$ cat src/acr_pkg.sv
// package: register map, field layout and reset values for the channel six bank
package acr_pkg;

  // ----------------------------------------
  // bus geometry
  // ----------------------------------------
  localparam int unsigned ADDR_W = 8;
  localparam int unsigned DATA_W = 16;

  // ----------------------------------------
  // register offsets
  // ----------------------------------------
  localparam logic [7:0] CHANNEL_SIX_CONFIG_OFS      = 8'h27;
  localparam logic [7:0] CHANNEL_SIX_OFFSET_HIGH_OFS = 8'h28;
  localparam logic [7:0] CHANNEL_SIX_OFFSET_LOW_OFS  = 8'h29;
  localparam logic [7:0] CHANNEL_SIX_GAIN_HIGH_OFS   = 8'h2A;
  localparam logic [7:0] CHANNEL_SIX_GAIN_LOW_OFS    = 8'h2B;
  localparam logic [7:0] CHANNEL_SEVEN_CONFIG_OFS    = 8'h2C;

  // ----------------------------------------
  // field positions
  // ----------------------------------------
  localparam int unsigned PHASE_LSB    = 6;
  localparam int unsigned PHASE_W      = 10;
  localparam int unsigned DC_OFF_BIT   = 2;
  localparam int unsigned SEL_LSB      = 0;
  localparam int unsigned SEL_W        = 2;
  localparam int unsigned LOW_FLD_LSB  = 8;
  localparam int unsigned LOW_FLD_W    = 8;
  localparam int unsigned CAL_W        = 24;

  // ----------------------------------------
  // reset values
  // ----------------------------------------
  localparam logic [15:0] CONFIG_RST      = 16'h0000;
  localparam logic [15:0] OFFSET_HIGH_RST = 16'h0000;
  localparam logic [15:0] OFFSET_LOW_RST  = 16'h0000;
  localparam logic [15:0] GAIN_HIGH_RST   = 16'h8000;
  localparam logic [15:0] GAIN_LOW_RST    = 16'h0000;
  localparam logic [15:0] UNMAPPED_RDATA  = 16'h0000;

  // ----------------------------------------
  // input selector codes
  // ----------------------------------------
  typedef enum logic [1:0] {
    ACR_SEL_PINS     = 2'h0,
    ACR_SEL_SHORTED  = 2'h1,
    ACR_SEL_TEST_POS = 2'h2,
    ACR_SEL_TEST_NEG = 2'h3
  } acr_input_sel_t;

endpackage : acr_pkg

$ cat src/acr_wr_if.sv
// interface: decoded write strobes and write data toward the field store
`timescale 1ns/1ns
interface acr_wr_if;
  logic        cfg_we;
  logic        ofs_hi_we;
  logic        ofs_lo_we;
  logic        gain_hi_we;
  logic        gain_lo_we;
  logic [15:0] wdata;

  modport dec (output cfg_we, ofs_hi_we, ofs_lo_we, gain_hi_we, gain_lo_we, wdata);
  modport store (input cfg_we, ofs_hi_we, ofs_lo_we, gain_hi_we, gain_lo_we, wdata);
endinterface : acr_wr_if

$ cat src/acr_field.sv
// one writable register field with its own reset value
`timescale 1ns/1ns
module acr_field
  #(parameter int unsigned W = 8,
    parameter logic [W-1:0] RST = '0)
  (
  // clock and reset
  input  wire logic         core_clk_i,
  input  wire logic         rst_b_i,
  // write port
  input  wire logic         we_i,
  input  wire logic [W-1:0] wdata_i,
  // stored value
  output logic      [W-1:0] val_o
  );

  logic [W-1:0] val_q;
  logic [W-1:0] val_d;

  always_comb begin
    val_d = val_q;
    if (we_i) begin
      val_d = wdata_i;
    end
  end

  always_ff @(posedge core_clk_i) begin
    if (!rst_b_i) begin
      val_q <= RST;
    end else begin
      val_q <= val_d;
    end
  end

  assign val_o = val_q;

endmodule : acr_field

$ cat src/acr_regs.sv
// channel six configuration and calibration register bank
//
// Our own choice: the address-and-strobe port.
`timescale 1ns/1ns
module acr_regs
  import acr_pkg::*;
  (
  // clock and reset
  input  wire logic                 core_clk_i,
  input  wire logic                 rst_b_i,
  // register port
  input  wire logic [ADDR_W-1:0]    addr_i,
  input  wire logic [DATA_W-1:0]    wdata_i,
  input  wire logic                 wr_i,
  input  wire logic                 rd_i,
  output logic      [DATA_W-1:0]    rdata_o,
  // global dc filter control from the device
  input  wire logic                 global_dc_filter_setting_i,
  // channel controls toward the converter
  output logic      [PHASE_W-1:0]   chan_phase_delay_o,
  output logic                      chan_dc_filter_off_o,
  output logic                      chan_dc_filter_en_o,
  output logic      [SEL_W-1:0]     chan_input_select_o,
  output logic                      chan_use_pins_o,
  output logic      [CAL_W-1:0]     offset_cal_o,
  output logic      [CAL_W-1:0]     gain_cal_o
  );

  // ----------------------------------------
  // write decode
  // ----------------------------------------
  acr_wr_if wr_bus ();

  logic hit_cfg;
  logic hit_ofs_hi;
  logic hit_ofs_lo;
  logic hit_gain_hi;
  logic hit_gain_lo;

  always_comb begin
    hit_cfg     = 1'b0;
    hit_ofs_hi  = 1'b0;
    hit_ofs_lo  = 1'b0;
    hit_gain_hi = 1'b0;
    hit_gain_lo = 1'b0;
    if (addr_i == CHANNEL_SIX_CONFIG_OFS) begin
      hit_cfg = 1'b1;
    end else if (addr_i == CHANNEL_SIX_OFFSET_HIGH_OFS) begin
      hit_ofs_hi = 1'b1;
    end else if (addr_i == CHANNEL_SIX_OFFSET_LOW_OFS) begin
      hit_ofs_lo = 1'b1;
    end else if (addr_i == CHANNEL_SIX_GAIN_HIGH_OFS) begin
      hit_gain_hi = 1'b1;
    end else if (addr_i == CHANNEL_SIX_GAIN_LOW_OFS) begin
      hit_gain_lo = 1'b1;
    end
  end

  // 2Ch and beyond fall through: the next channel owns them
  assign wr_bus.cfg_we     = wr_i && hit_cfg;
  assign wr_bus.ofs_hi_we  = wr_i && hit_ofs_hi;
  assign wr_bus.ofs_lo_we  = wr_i && hit_ofs_lo;
  assign wr_bus.gain_hi_we = wr_i && hit_gain_hi;
  assign wr_bus.gain_lo_we = wr_i && hit_gain_lo;
  assign wr_bus.wdata      = wdata_i;

  // ----------------------------------------
  // field storage
  // ----------------------------------------
  // only writable bits get flops, so reserved bits can never hold a value
  logic [PHASE_W-1:0]   phase_val;
  logic                 dc_off_val;
  logic [SEL_W-1:0]     sel_val;
  logic [DATA_W-1:0]    ofs_hi_val;
  logic [LOW_FLD_W-1:0] ofs_lo_val;
  logic [DATA_W-1:0]    gain_hi_val;
  logic [LOW_FLD_W-1:0] gain_lo_val;

  acr_field #(
    .W   (PHASE_W),
    .RST (CONFIG_RST[PHASE_LSB +: PHASE_W])
  ) u_phase (
    .core_clk_i (core_clk_i),
    .rst_b_i    (rst_b_i),
    .we_i       (wr_bus.cfg_we),
    .wdata_i    (wr_bus.wdata[PHASE_LSB +: PHASE_W]),
    .val_o      (phase_val)
  );

  acr_field #(
    .W   (1),
    .RST (CONFIG_RST[DC_OFF_BIT])
  ) u_dc_off (
    .core_clk_i (core_clk_i),
    .rst_b_i    (rst_b_i),
    .we_i       (wr_bus.cfg_we),
    .wdata_i    (wr_bus.wdata[DC_OFF_BIT]),
    .val_o      (dc_off_val)
  );

  acr_field #(
    .W   (SEL_W),
    .RST (CONFIG_RST[SEL_LSB +: SEL_W])
  ) u_sel (
    .core_clk_i (core_clk_i),
    .rst_b_i    (rst_b_i),
    .we_i       (wr_bus.cfg_we),
    .wdata_i    (wr_bus.wdata[SEL_LSB +: SEL_W]),
    .val_o      (sel_val)
  );

  acr_field #(
    .W   (DATA_W),
    .RST (OFFSET_HIGH_RST)
  ) u_ofs_hi (
    .core_clk_i (core_clk_i),
    .rst_b_i    (rst_b_i),
    .we_i       (wr_bus.ofs_hi_we),
    .wdata_i    (wr_bus.wdata),
    .val_o      (ofs_hi_val)
  );

  acr_field #(
    .W   (LOW_FLD_W),
    .RST (OFFSET_LOW_RST[LOW_FLD_LSB +: LOW_FLD_W])
  ) u_ofs_lo (
    .core_clk_i (core_clk_i),
    .rst_b_i    (rst_b_i),
    .we_i       (wr_bus.ofs_lo_we),
    .wdata_i    (wr_bus.wdata[LOW_FLD_LSB +: LOW_FLD_W]),
    .val_o      (ofs_lo_val)
  );

  acr_field #(
    .W   (DATA_W),
    .RST (GAIN_HIGH_RST)
  ) u_gain_hi (
    .core_clk_i (core_clk_i),
    .rst_b_i    (rst_b_i),
    .we_i       (wr_bus.gain_hi_we),
    .wdata_i    (wr_bus.wdata),
    .val_o      (gain_hi_val)
  );

  acr_field #(
    .W   (LOW_FLD_W),
    .RST (GAIN_LOW_RST[LOW_FLD_LSB +: LOW_FLD_W])
  ) u_gain_lo (
    .core_clk_i (core_clk_i),
    .rst_b_i    (rst_b_i),
    .we_i       (wr_bus.gain_lo_we),
    .wdata_i    (wr_bus.wdata[LOW_FLD_LSB +: LOW_FLD_W]),
    .val_o      (gain_lo_val)
  );
  // reset values come from the package into each field
  // reserved write bits are never routed to any field

  // ----------------------------------------
  // register images
  // ----------------------------------------
  logic [DATA_W-1:0] cfg_img;
  logic [DATA_W-1:0] ofs_lo_img;
  logic [DATA_W-1:0] gain_lo_img;

  always_comb begin
    cfg_img                           = '0;
    cfg_img[PHASE_LSB +: PHASE_W]     = phase_val;
    cfg_img[DC_OFF_BIT]               = dc_off_val;
    cfg_img[SEL_LSB +: SEL_W]         = sel_val;
    ofs_lo_img                        = '0;
    ofs_lo_img[LOW_FLD_LSB +: LOW_FLD_W]  = ofs_lo_val;
    gain_lo_img                       = '0;
    gain_lo_img[LOW_FLD_LSB +: LOW_FLD_W] = gain_lo_val;
  end

  // ----------------------------------------
  // read port
  // ----------------------------------------
  // data only valid in the cycle after the strobe; zero otherwise
  logic [DATA_W-1:0] rdata_q;
  logic [DATA_W-1:0] rdata_d;

  always_comb begin
    rdata_d = '0;
    if (rd_i) begin
      if (hit_cfg) begin
        rdata_d = cfg_img;
      end else if (hit_ofs_hi) begin
        rdata_d = ofs_hi_val;
      end else if (hit_ofs_lo) begin
        rdata_d = ofs_lo_img;
      end else if (hit_gain_hi) begin
        rdata_d = gain_hi_val;
      end else if (hit_gain_lo) begin
        rdata_d = gain_lo_img;
      end else begin
        rdata_d = UNMAPPED_RDATA;
      end
    end
  end

  always_ff @(posedge core_clk_i) begin
    if (!rst_b_i) begin
      rdata_q <= '0;
    end else begin
      rdata_q <= rdata_d;
    end
  end

  assign rdata_o = rdata_q;

  // ----------------------------------------
  // channel controls
  // ----------------------------------------
  acr_input_sel_t sel_enum;

  assign sel_enum             = acr_input_sel_t'(sel_val);
  assign chan_phase_delay_o   = phase_val;
  assign chan_dc_filter_off_o = dc_off_val;
  // the per-channel disable overrides the global enable, never the reverse
  assign chan_dc_filter_en_o  = global_dc_filter_setting_i && !dc_off_val;
  assign chan_input_select_o  = sel_val;
  assign chan_use_pins_o      = (sel_enum == ACR_SEL_PINS);
  assign offset_cal_o         = {ofs_hi_val, ofs_lo_val};
  assign gain_cal_o           = {gain_hi_val, gain_lo_val};

endmodule : acr_regs

$ cat config.mk
export PLATFORM = sky130hd
export DESIGN_NAME = acr_regs
export DESIGN_NICKNAME = d
export VERILOG_FILES = /design/src/acr_pkg.sv /design/src/acr_wr_if.sv /design/src/acr_field.sv /design/src/acr_regs.sv
export SDC_FILE = /design/constraint.sdc
export NUM_CORES = 1
export LEC_CHECK = 0
export BUFFER_PORTS_ARGS = -buffer_cell sky130_fd_sc_hd__buf_4
export CORE_MARGIN = 2
export CORE_UTILIZATION = 25
export CTS_BUF_LIST = sky130_fd_sc_hd__clkbuf_4 sky130_fd_sc_hd__clkbuf_8
export CTS_CLUSTER_SIZE = 10
export DETAILED_ROUTE_END_ITERATION = 8
export GPL_TIMING_DRIVEN = 0
export PLACE_DENSITY = 0.44
export SYNTH_ARGS = -nofsm -noshare
export SYNTH_HDL_FRONTEND = slang
export SYNTH_SLANG_ARGS = --single-unit
$ cat constraint.sdc
create_clock -name core_clk_i -period 2.19 [get_ports core_clk_i]
set_clock_uncertainty 0.05 [all_clocks]
set_input_delay 0.3285 -clock core_clk_i [delete_from_list [all_inputs] [get_ports core_clk_i]]
set_output_delay 0.3285 -clock core_clk_i [all_outputs]
set_load 0.005 [all_outputs]
Word level (Yosys, flattened, before mapping)
Cells that the tools add are included.
{"block": "totals", "ff_bits": 77, "elab_cells": 46, "output_inout_bits": 79}
{"block": "classes", "bitwise_logic": 2, "n_reduce_logical": 10, "eq_ne": 5, "n_mux": 20}
{"cell": "two-way mux 16 bit", "n": 5}
{"cell": "== test 8 x 6 -> 1 bit (second input constant)", "n": 5}
{"cell": "two-way mux 1 bit", "n": 15}
{"cell": "logical AND 1 bit", "n": 6}
{"cell": "OR reduction 3 bit", "n": 1}
{"cell": "logical NOT 2 bit", "n": 1}
{"cell": "inverter 1 bit", "n": 2}
{"cell": "AND reduction 2 bit", "n": 1}
{"cell": "logical NOT 1 bit", "n": 1}

Logic depth before layout (Yosys ltp)
{"block": "logic_depth", "word_depth": 11, "mapped_depth": 6, "ltp_nobuf": 3}

Cells and area by module
From an unflattened synthesis, not the netlist that was laid out.
{"block": "unflattened", "hier_cells": 288, "area_unflattened_um2": 3285.7}
{"module": "acr_regs", "n_inst": 1, "cells_per_inst": 96, "area_per_inst_um2": 970.9}
{"module": "acr_field at u_ofs_hi", "n_inst": 1, "cells_per_inst": 51, "area_per_inst_um2": 615.6}
{"module": "acr_field at u_gain_hi", "n_inst": 1, "cells_per_inst": 51, "area_per_inst_um2": 613.1}
{"module": "acr_field at u_gain_lo ...", "n_inst": 2, "cells_per_inst": 25, "area_per_inst_um2": 301.5}
{"module": "acr_field at u_phase", "n_inst": 1, "cells_per_inst": 31, "area_per_inst_um2": 374.1}
{"module": "acr_field at u_sel", "n_inst": 1, "cells_per_inst": 6, "area_per_inst_um2": 72.6}
{"module": "acr_field at u_dc_off", "n_inst": 1, "cells_per_inst": 3, "area_per_inst_um2": 36.3}

Least setup slack after synthesis
Ideal clock, no wire load.
{"block": "synth_path", "kind": "input to register", "from": "in addr_i[7]", "to": "reg rdata_q[14], in the netlist rdata_o[14]", "setup_time_ps": 117, "setup_slack_ps": 382, "arrival_ps": 1640, "path_stages": 4, "required_ps": 2023, "n_path_buf": 1, "path_cell_list": "or4b_4 clkbuf_1 or3_1 a32o_1"}
{"block": "synth_between", "elab_chain_len": 11, "elab_cells_between_ends": 25, "cone_classes": "eq/ne: 5; mux: 20"}
{"element": "start: declaration", "line": "acr_regs.sv:12", "text": "input wire logic [ADDR_W-1:0] addr_i,"}
{"element": "== test 8 x 6 -> 1 bit", "line": "acr_regs.sv:54", "text": "end else if (addr_i == CHANNEL_SIX_GAIN_LOW_OFS) begin"}
{"element": "two-way mux 1 bit", "line": "acr_regs.sv:54"}
{"element": "two-way mux 1 bit", "line": "acr_regs.sv:52", "text": "end else if (addr_i == CHANNEL_SIX_GAIN_HIGH_OFS) begin"}
{"element": "two-way mux 1 bit", "line": "acr_regs.sv:50", "text": "end else if (addr_i == CHANNEL_SIX_OFFSET_LOW_OFS) begin"}
{"element": "two-way mux 1 bit", "line": "acr_regs.sv:48", "text": "end else if (addr_i == CHANNEL_SIX_OFFSET_HIGH_OFS) begin"}
{"element": "two-way mux 1 bit", "line": "acr_regs.sv:46", "text": "if (addr_i == CHANNEL_SIX_CONFIG_OFS) begin"}
{"element": "two-way mux 16 bit", "line": "acr_regs.sv:194", "text": "end else if (hit_gain_lo) begin"}
{"element": "two-way mux 16 bit", "line": "acr_regs.sv:192", "text": "end else if (hit_gain_hi) begin"}
{"element": "two-way mux 16 bit", "line": "acr_regs.sv:190", "text": "end else if (hit_ofs_lo) begin"}
{"element": "two-way mux 16 bit", "line": "acr_regs.sv:188", "text": "end else if (hit_ofs_hi) begin"}
{"element": "two-way mux 16 bit *", "line": "acr_regs.sv:186", "text": "if (hit_cfg) begin"}
{"element": "end signal: assignment", "line": "acr_regs.sv:206", "text": "rdata_q <= rdata_d;"}
{"element": "end: declaration", "line": "acr_regs.sv:180", "text": "logic [DATA_W-1:0] rdata_q;"}
Mark *: on every way between the ends. The rest lies on a longest branch, timed or not.
A chain may end at the register's enable or synchronous reset.

Worst setup path after layout
{"block": "layout_path", "from": "in addr_i[7]", "to": "reg u_ofs_hi.val_q[4], in the netlist u_ofs_hi.val_o[4]"}
{"block": "layout_between", "elab_chain_len": 4, "elab_cells_between_ends": 5, "cone_classes": "eq/ne: 2; mux: 2; reduce/logical: 1"}
{"element": "== test 8 x 6 -> 1 bit", "line": "acr_regs.sv:48"}
{"element": "two-way mux 1 bit", "line": "acr_regs.sv:48"}
{"element": "two-way mux 1 bit *", "line": "acr_regs.sv:46"}
{"element": "logical AND 1 bit *", "line": "acr_regs.sv:61", "text": "assign wr_bus.ofs_hi_we = wr_i && hit_ofs_hi;"}
{"element": "end signal: assignment", "line": "acr_field.sv:31", "text": "val_q <= val_d;"}
{"element": "end: declaration", "line": "acr_field.sv:17", "text": "logic [W-1:0] val_q;"}
Marks and branches as above.

==> results.md <==
- Classification of the worst-slack hold path: in2reg
- Final setup violation count: 0
- Per-cell routed wire length: 22.35 um
- Cells along the critical path: buf_4, or4b_4, clkbuf_1, clkbuf_1, o31ai_1, a21oi_1
- GRT met2 Usage: a little under a third
- Top Usage Layer GRT: met2
- Cell type contributing the most total cell area after synthesis: dfxtp_1
- RSZ-0062 raised after global routing: false
- Die span in y: 122.7 um
- Hold Crit Depth: 2
- Maximum achievable frequency: 0.5040 GHz
- Post-layout net count: 541
- Period minus WS final: between 1.5 and 2 ns
- Slew of the pin with the lowest slew margin: 0.8552 ns
- Count of flip-flops with a built-in enable after synthesis: 0
- Total Routing Usage GR: 20.70%
- Ranking of synthesized cells by area: dfxtp_1 (44%), o31ai_1 (13%), nand4_1 (11%)
- Number of instances resized during post-cts repair: 0
- Area inside the core boundary: between 10000 and 15000 um^2
- Starting density of the core: 25.45%
- Static power due to leakage: 1.659 nW
- Ranking of synthesized cells by instance count: dfxtp_1 (77), o31ai_1 (61), a21oi_1 (60), nand4_1 (60), clkbuf_1 (45)
- Peak fanout along the critical path: 10
- Gp weighted congestion: 0.8406
- Final core utilization: 34.55%
- Clock buffers created by TritonCTS: 9
- Number of global-route vias before repair: 3710
- Worst slew margin relative to its limit: 42.84%
- Clock insertion delay at the later pin of the skew report: 0.37 ns
- CTS tree: built
- Final Hold Violating Endpoints: 0
- Path type of the worst setup path: in2reg
- Ratio of total power to cell area: 615.2 nW/um^2
- Dominant cell by count in the synthesized netlist: dfxtp_1
- Kind of start point of the critical path: primary input
- Post-CTS Setup Inserts: 0
- Sequential cell area fraction in the yosys report: 43.80%
- Vias per Instance: 5.562
- Total iterations of the first detailed-routing run: 5
- Post-synth top area share: a little over two fifths
- Half-perimeter wire length after placement: 11370 um
- Netlist area before placement: 3520 um^2
- N_diodes: 0
- Number of unique standard cell types used by synthesis: 38
- Max clock buf depth: 2
- Warnings, synthesis: 0
- Post-detailed-routing wire length: 15580 um
- Routing usage on met1: 29.40%
- Critical Path Slowest Stage Cell: or4b_4
- CTS H-tree lvls: 3
- Maximum number of pins on one net before global-route repair: 13
- Most used cell, CP: clkbuf_1
- Max Slew Vio Count: 0
- Die Span X: 122.7 um
- Critical path endpoint category: flop
- Sum of negative setup slack: 0 ns
- Fin crit share: 90.61%
- Synthesis-stage register bit count: 77
- Number of DRC markers in iteration 0: between 300 and 400
- First-pass GRT wire length: between 20000 and 25000 um
- Via Count: 3877
- CP arrival: about 2.2 ns
- Worst path required time: 2.37 ns
- Max-capacitance violation count: 0
- Number of cells produced by synthesis: 394
- Clock slew at the register clock pins of the worst setup and hold paths: 0.08 ns
- Post-detailed-route count of antenna-violating nets: 0
- Number of rows created at floorplan: 43
- Final routed DRC violation total: 0
- Global-route congestion overflow total: 0
- Number of antenna violations at the first check in global routing: 0
- Input/output buffers: 107
- Avg Cell Area, Syn: 8.933 um^2
- Number of primary I/O pins: 108
- Most instantiated flip-flop cell in the synthesis netlist: dfxtp_1
- Fraction of final layout cells with drive strength greater than 1: 25.34%
- Run status: completed
- Mapped Nets: 423
- Async S/R FF share, synth: 0%
- Worst VDD drop: ~0.00023 V
- Root buffer selected by CTS: clkbuf_8
- Met3 usage: 3.485%
- Filler cell count in the final layout: 1456
- Overall die area: 15040 um^2
- Worst r2r path cells: 2
- Largest incremental delay on the critical path: 0.56 ns
- Sinks on the clock net: 77
- Total of hold buffers inserted after clock tree synthesis: 0
- Synthesis-to-layout area growth: 35.73%
[where the power goes]
group          internal (mW)  switching (mW)  total, mW
sequential              1.40         0.00152       1.40
combinational         0.0727           0.196      0.268
clock                  0.714           0.555       1.27
[per-layer routing]
metal  up-vias  wire length (um)
li1       1800                 -
met1      1890              7081
met2       165              7138
met3        22              1095
met4         0               263
met5         -                 0
[registers in the layout, indices dropped and copies added, names as in the netlist]
| name | cells |
|---|---|
| rdata_o | 16 |
| u_gain_hi.val_o | 16 |
| u_sel.val_o | 2 |
| u_dc_off.val_o | 1 |
| u_ofs_lo.val_o | 8 |
| u_phase.val_o | 10 |
| u_gain_lo.val_o | 8 |
| u_ofs_hi.val_o | 16 |
[per-stage QoR]
| step | area, um^2 | instances | hold WS, ns | total power, mW | setup WS [ns] |
|---|---|---|---|---|---|
| floorplan | 3520 | 394 | 0.3547 | 1.555 | 0.3822 |
| global placement | 4548 | 681 | 0.4347 | 1.696 | -0.1245 |
| detailed placement | 4548 | 681 | 0.4309 | 1.697 | -0.1342 |
| CTS | 4777 | 697 | 0.1366 | 2.943 | 0.2413 |
| global route | 4777 | 697 | 0.1714 | 3.016 | 0.01061 |
| finish | 4777 | 697 | 0.1419 | 2.939 | 0.2057 |
[area by class of cell]
cell class	instances	area, um^2	share of cell area [%]
Tap cell	180	225.2	4.715
Clock inverter	4	70.07	1.467
Clock buffer	12	158.9	3.326
Multi-Input combinational cell	260	1762	36.88
Timing Repair Buffer	107	803.3	16.82
Sequential cell	77	1541	32.27
Inverter	3	11.26	0.2357
Buffer	54	205.2	4.295
[final timing paths]
check | from | end | slack [ns]
worst max-delay path | addr_i[7] | u_ofs_hi.val_o[4] | 0.21
worst min-delay path | rst_b_i | u_gain_hi.val_o[15] | 0.14
worst max register to register | u_gain_lo.val_o[5] | rdata_o[13] | 0.99
worst min register to register | u_phase.val_o[5] | u_phase.val_o[5] | 0.45
[cells by family after synthesis]
family / after synthesis / synth area share, %
flops: 77 / 43.80
buf+inv: 57 / 6.150
mux: 11 / 3.839
simple gates: 108 / 19.69
compound gates: 141 / 26.52
[placed cells by master, fill, tap and decap left out, types with 2 or more instances in the layout]
cell type,Yosys,final
bufinv_16,0,2
nand2_1,3,3
dfxtp_1,77,77
nor2b_1,3,3
or3_1,5,5
or4b_4,2,2
mux2i_1,9,9
nand4_1,60,60
a32o_1,5,5
a2bb2oi_1,5,5
inv_1,2,2
clkbuf_1,45,45
o31ai_1,61,61
mux4_2,2,2
nor4b_1,2,2
nand3_1,10,10
a311oi_1,5,5
buf_4,0,107
buf_2,2,2
clkbuf_8,0,11
a21oi_1,60,60
a22o_1,2,2
buf_1,7,7
nand2b_1,2,2
nor3_1,9,9
clkinv_2,0,2
[worst max-delay path, delay by kind of cell]
kind / cells / cell delay, ns
AOI/OAI and AO/OA: 2 / 0.50
buffers and inverters: 3 / 0.77
and+or+nand+nor: 1 / 0.56
Note: power is estimated with default switching activity, not from simulation.
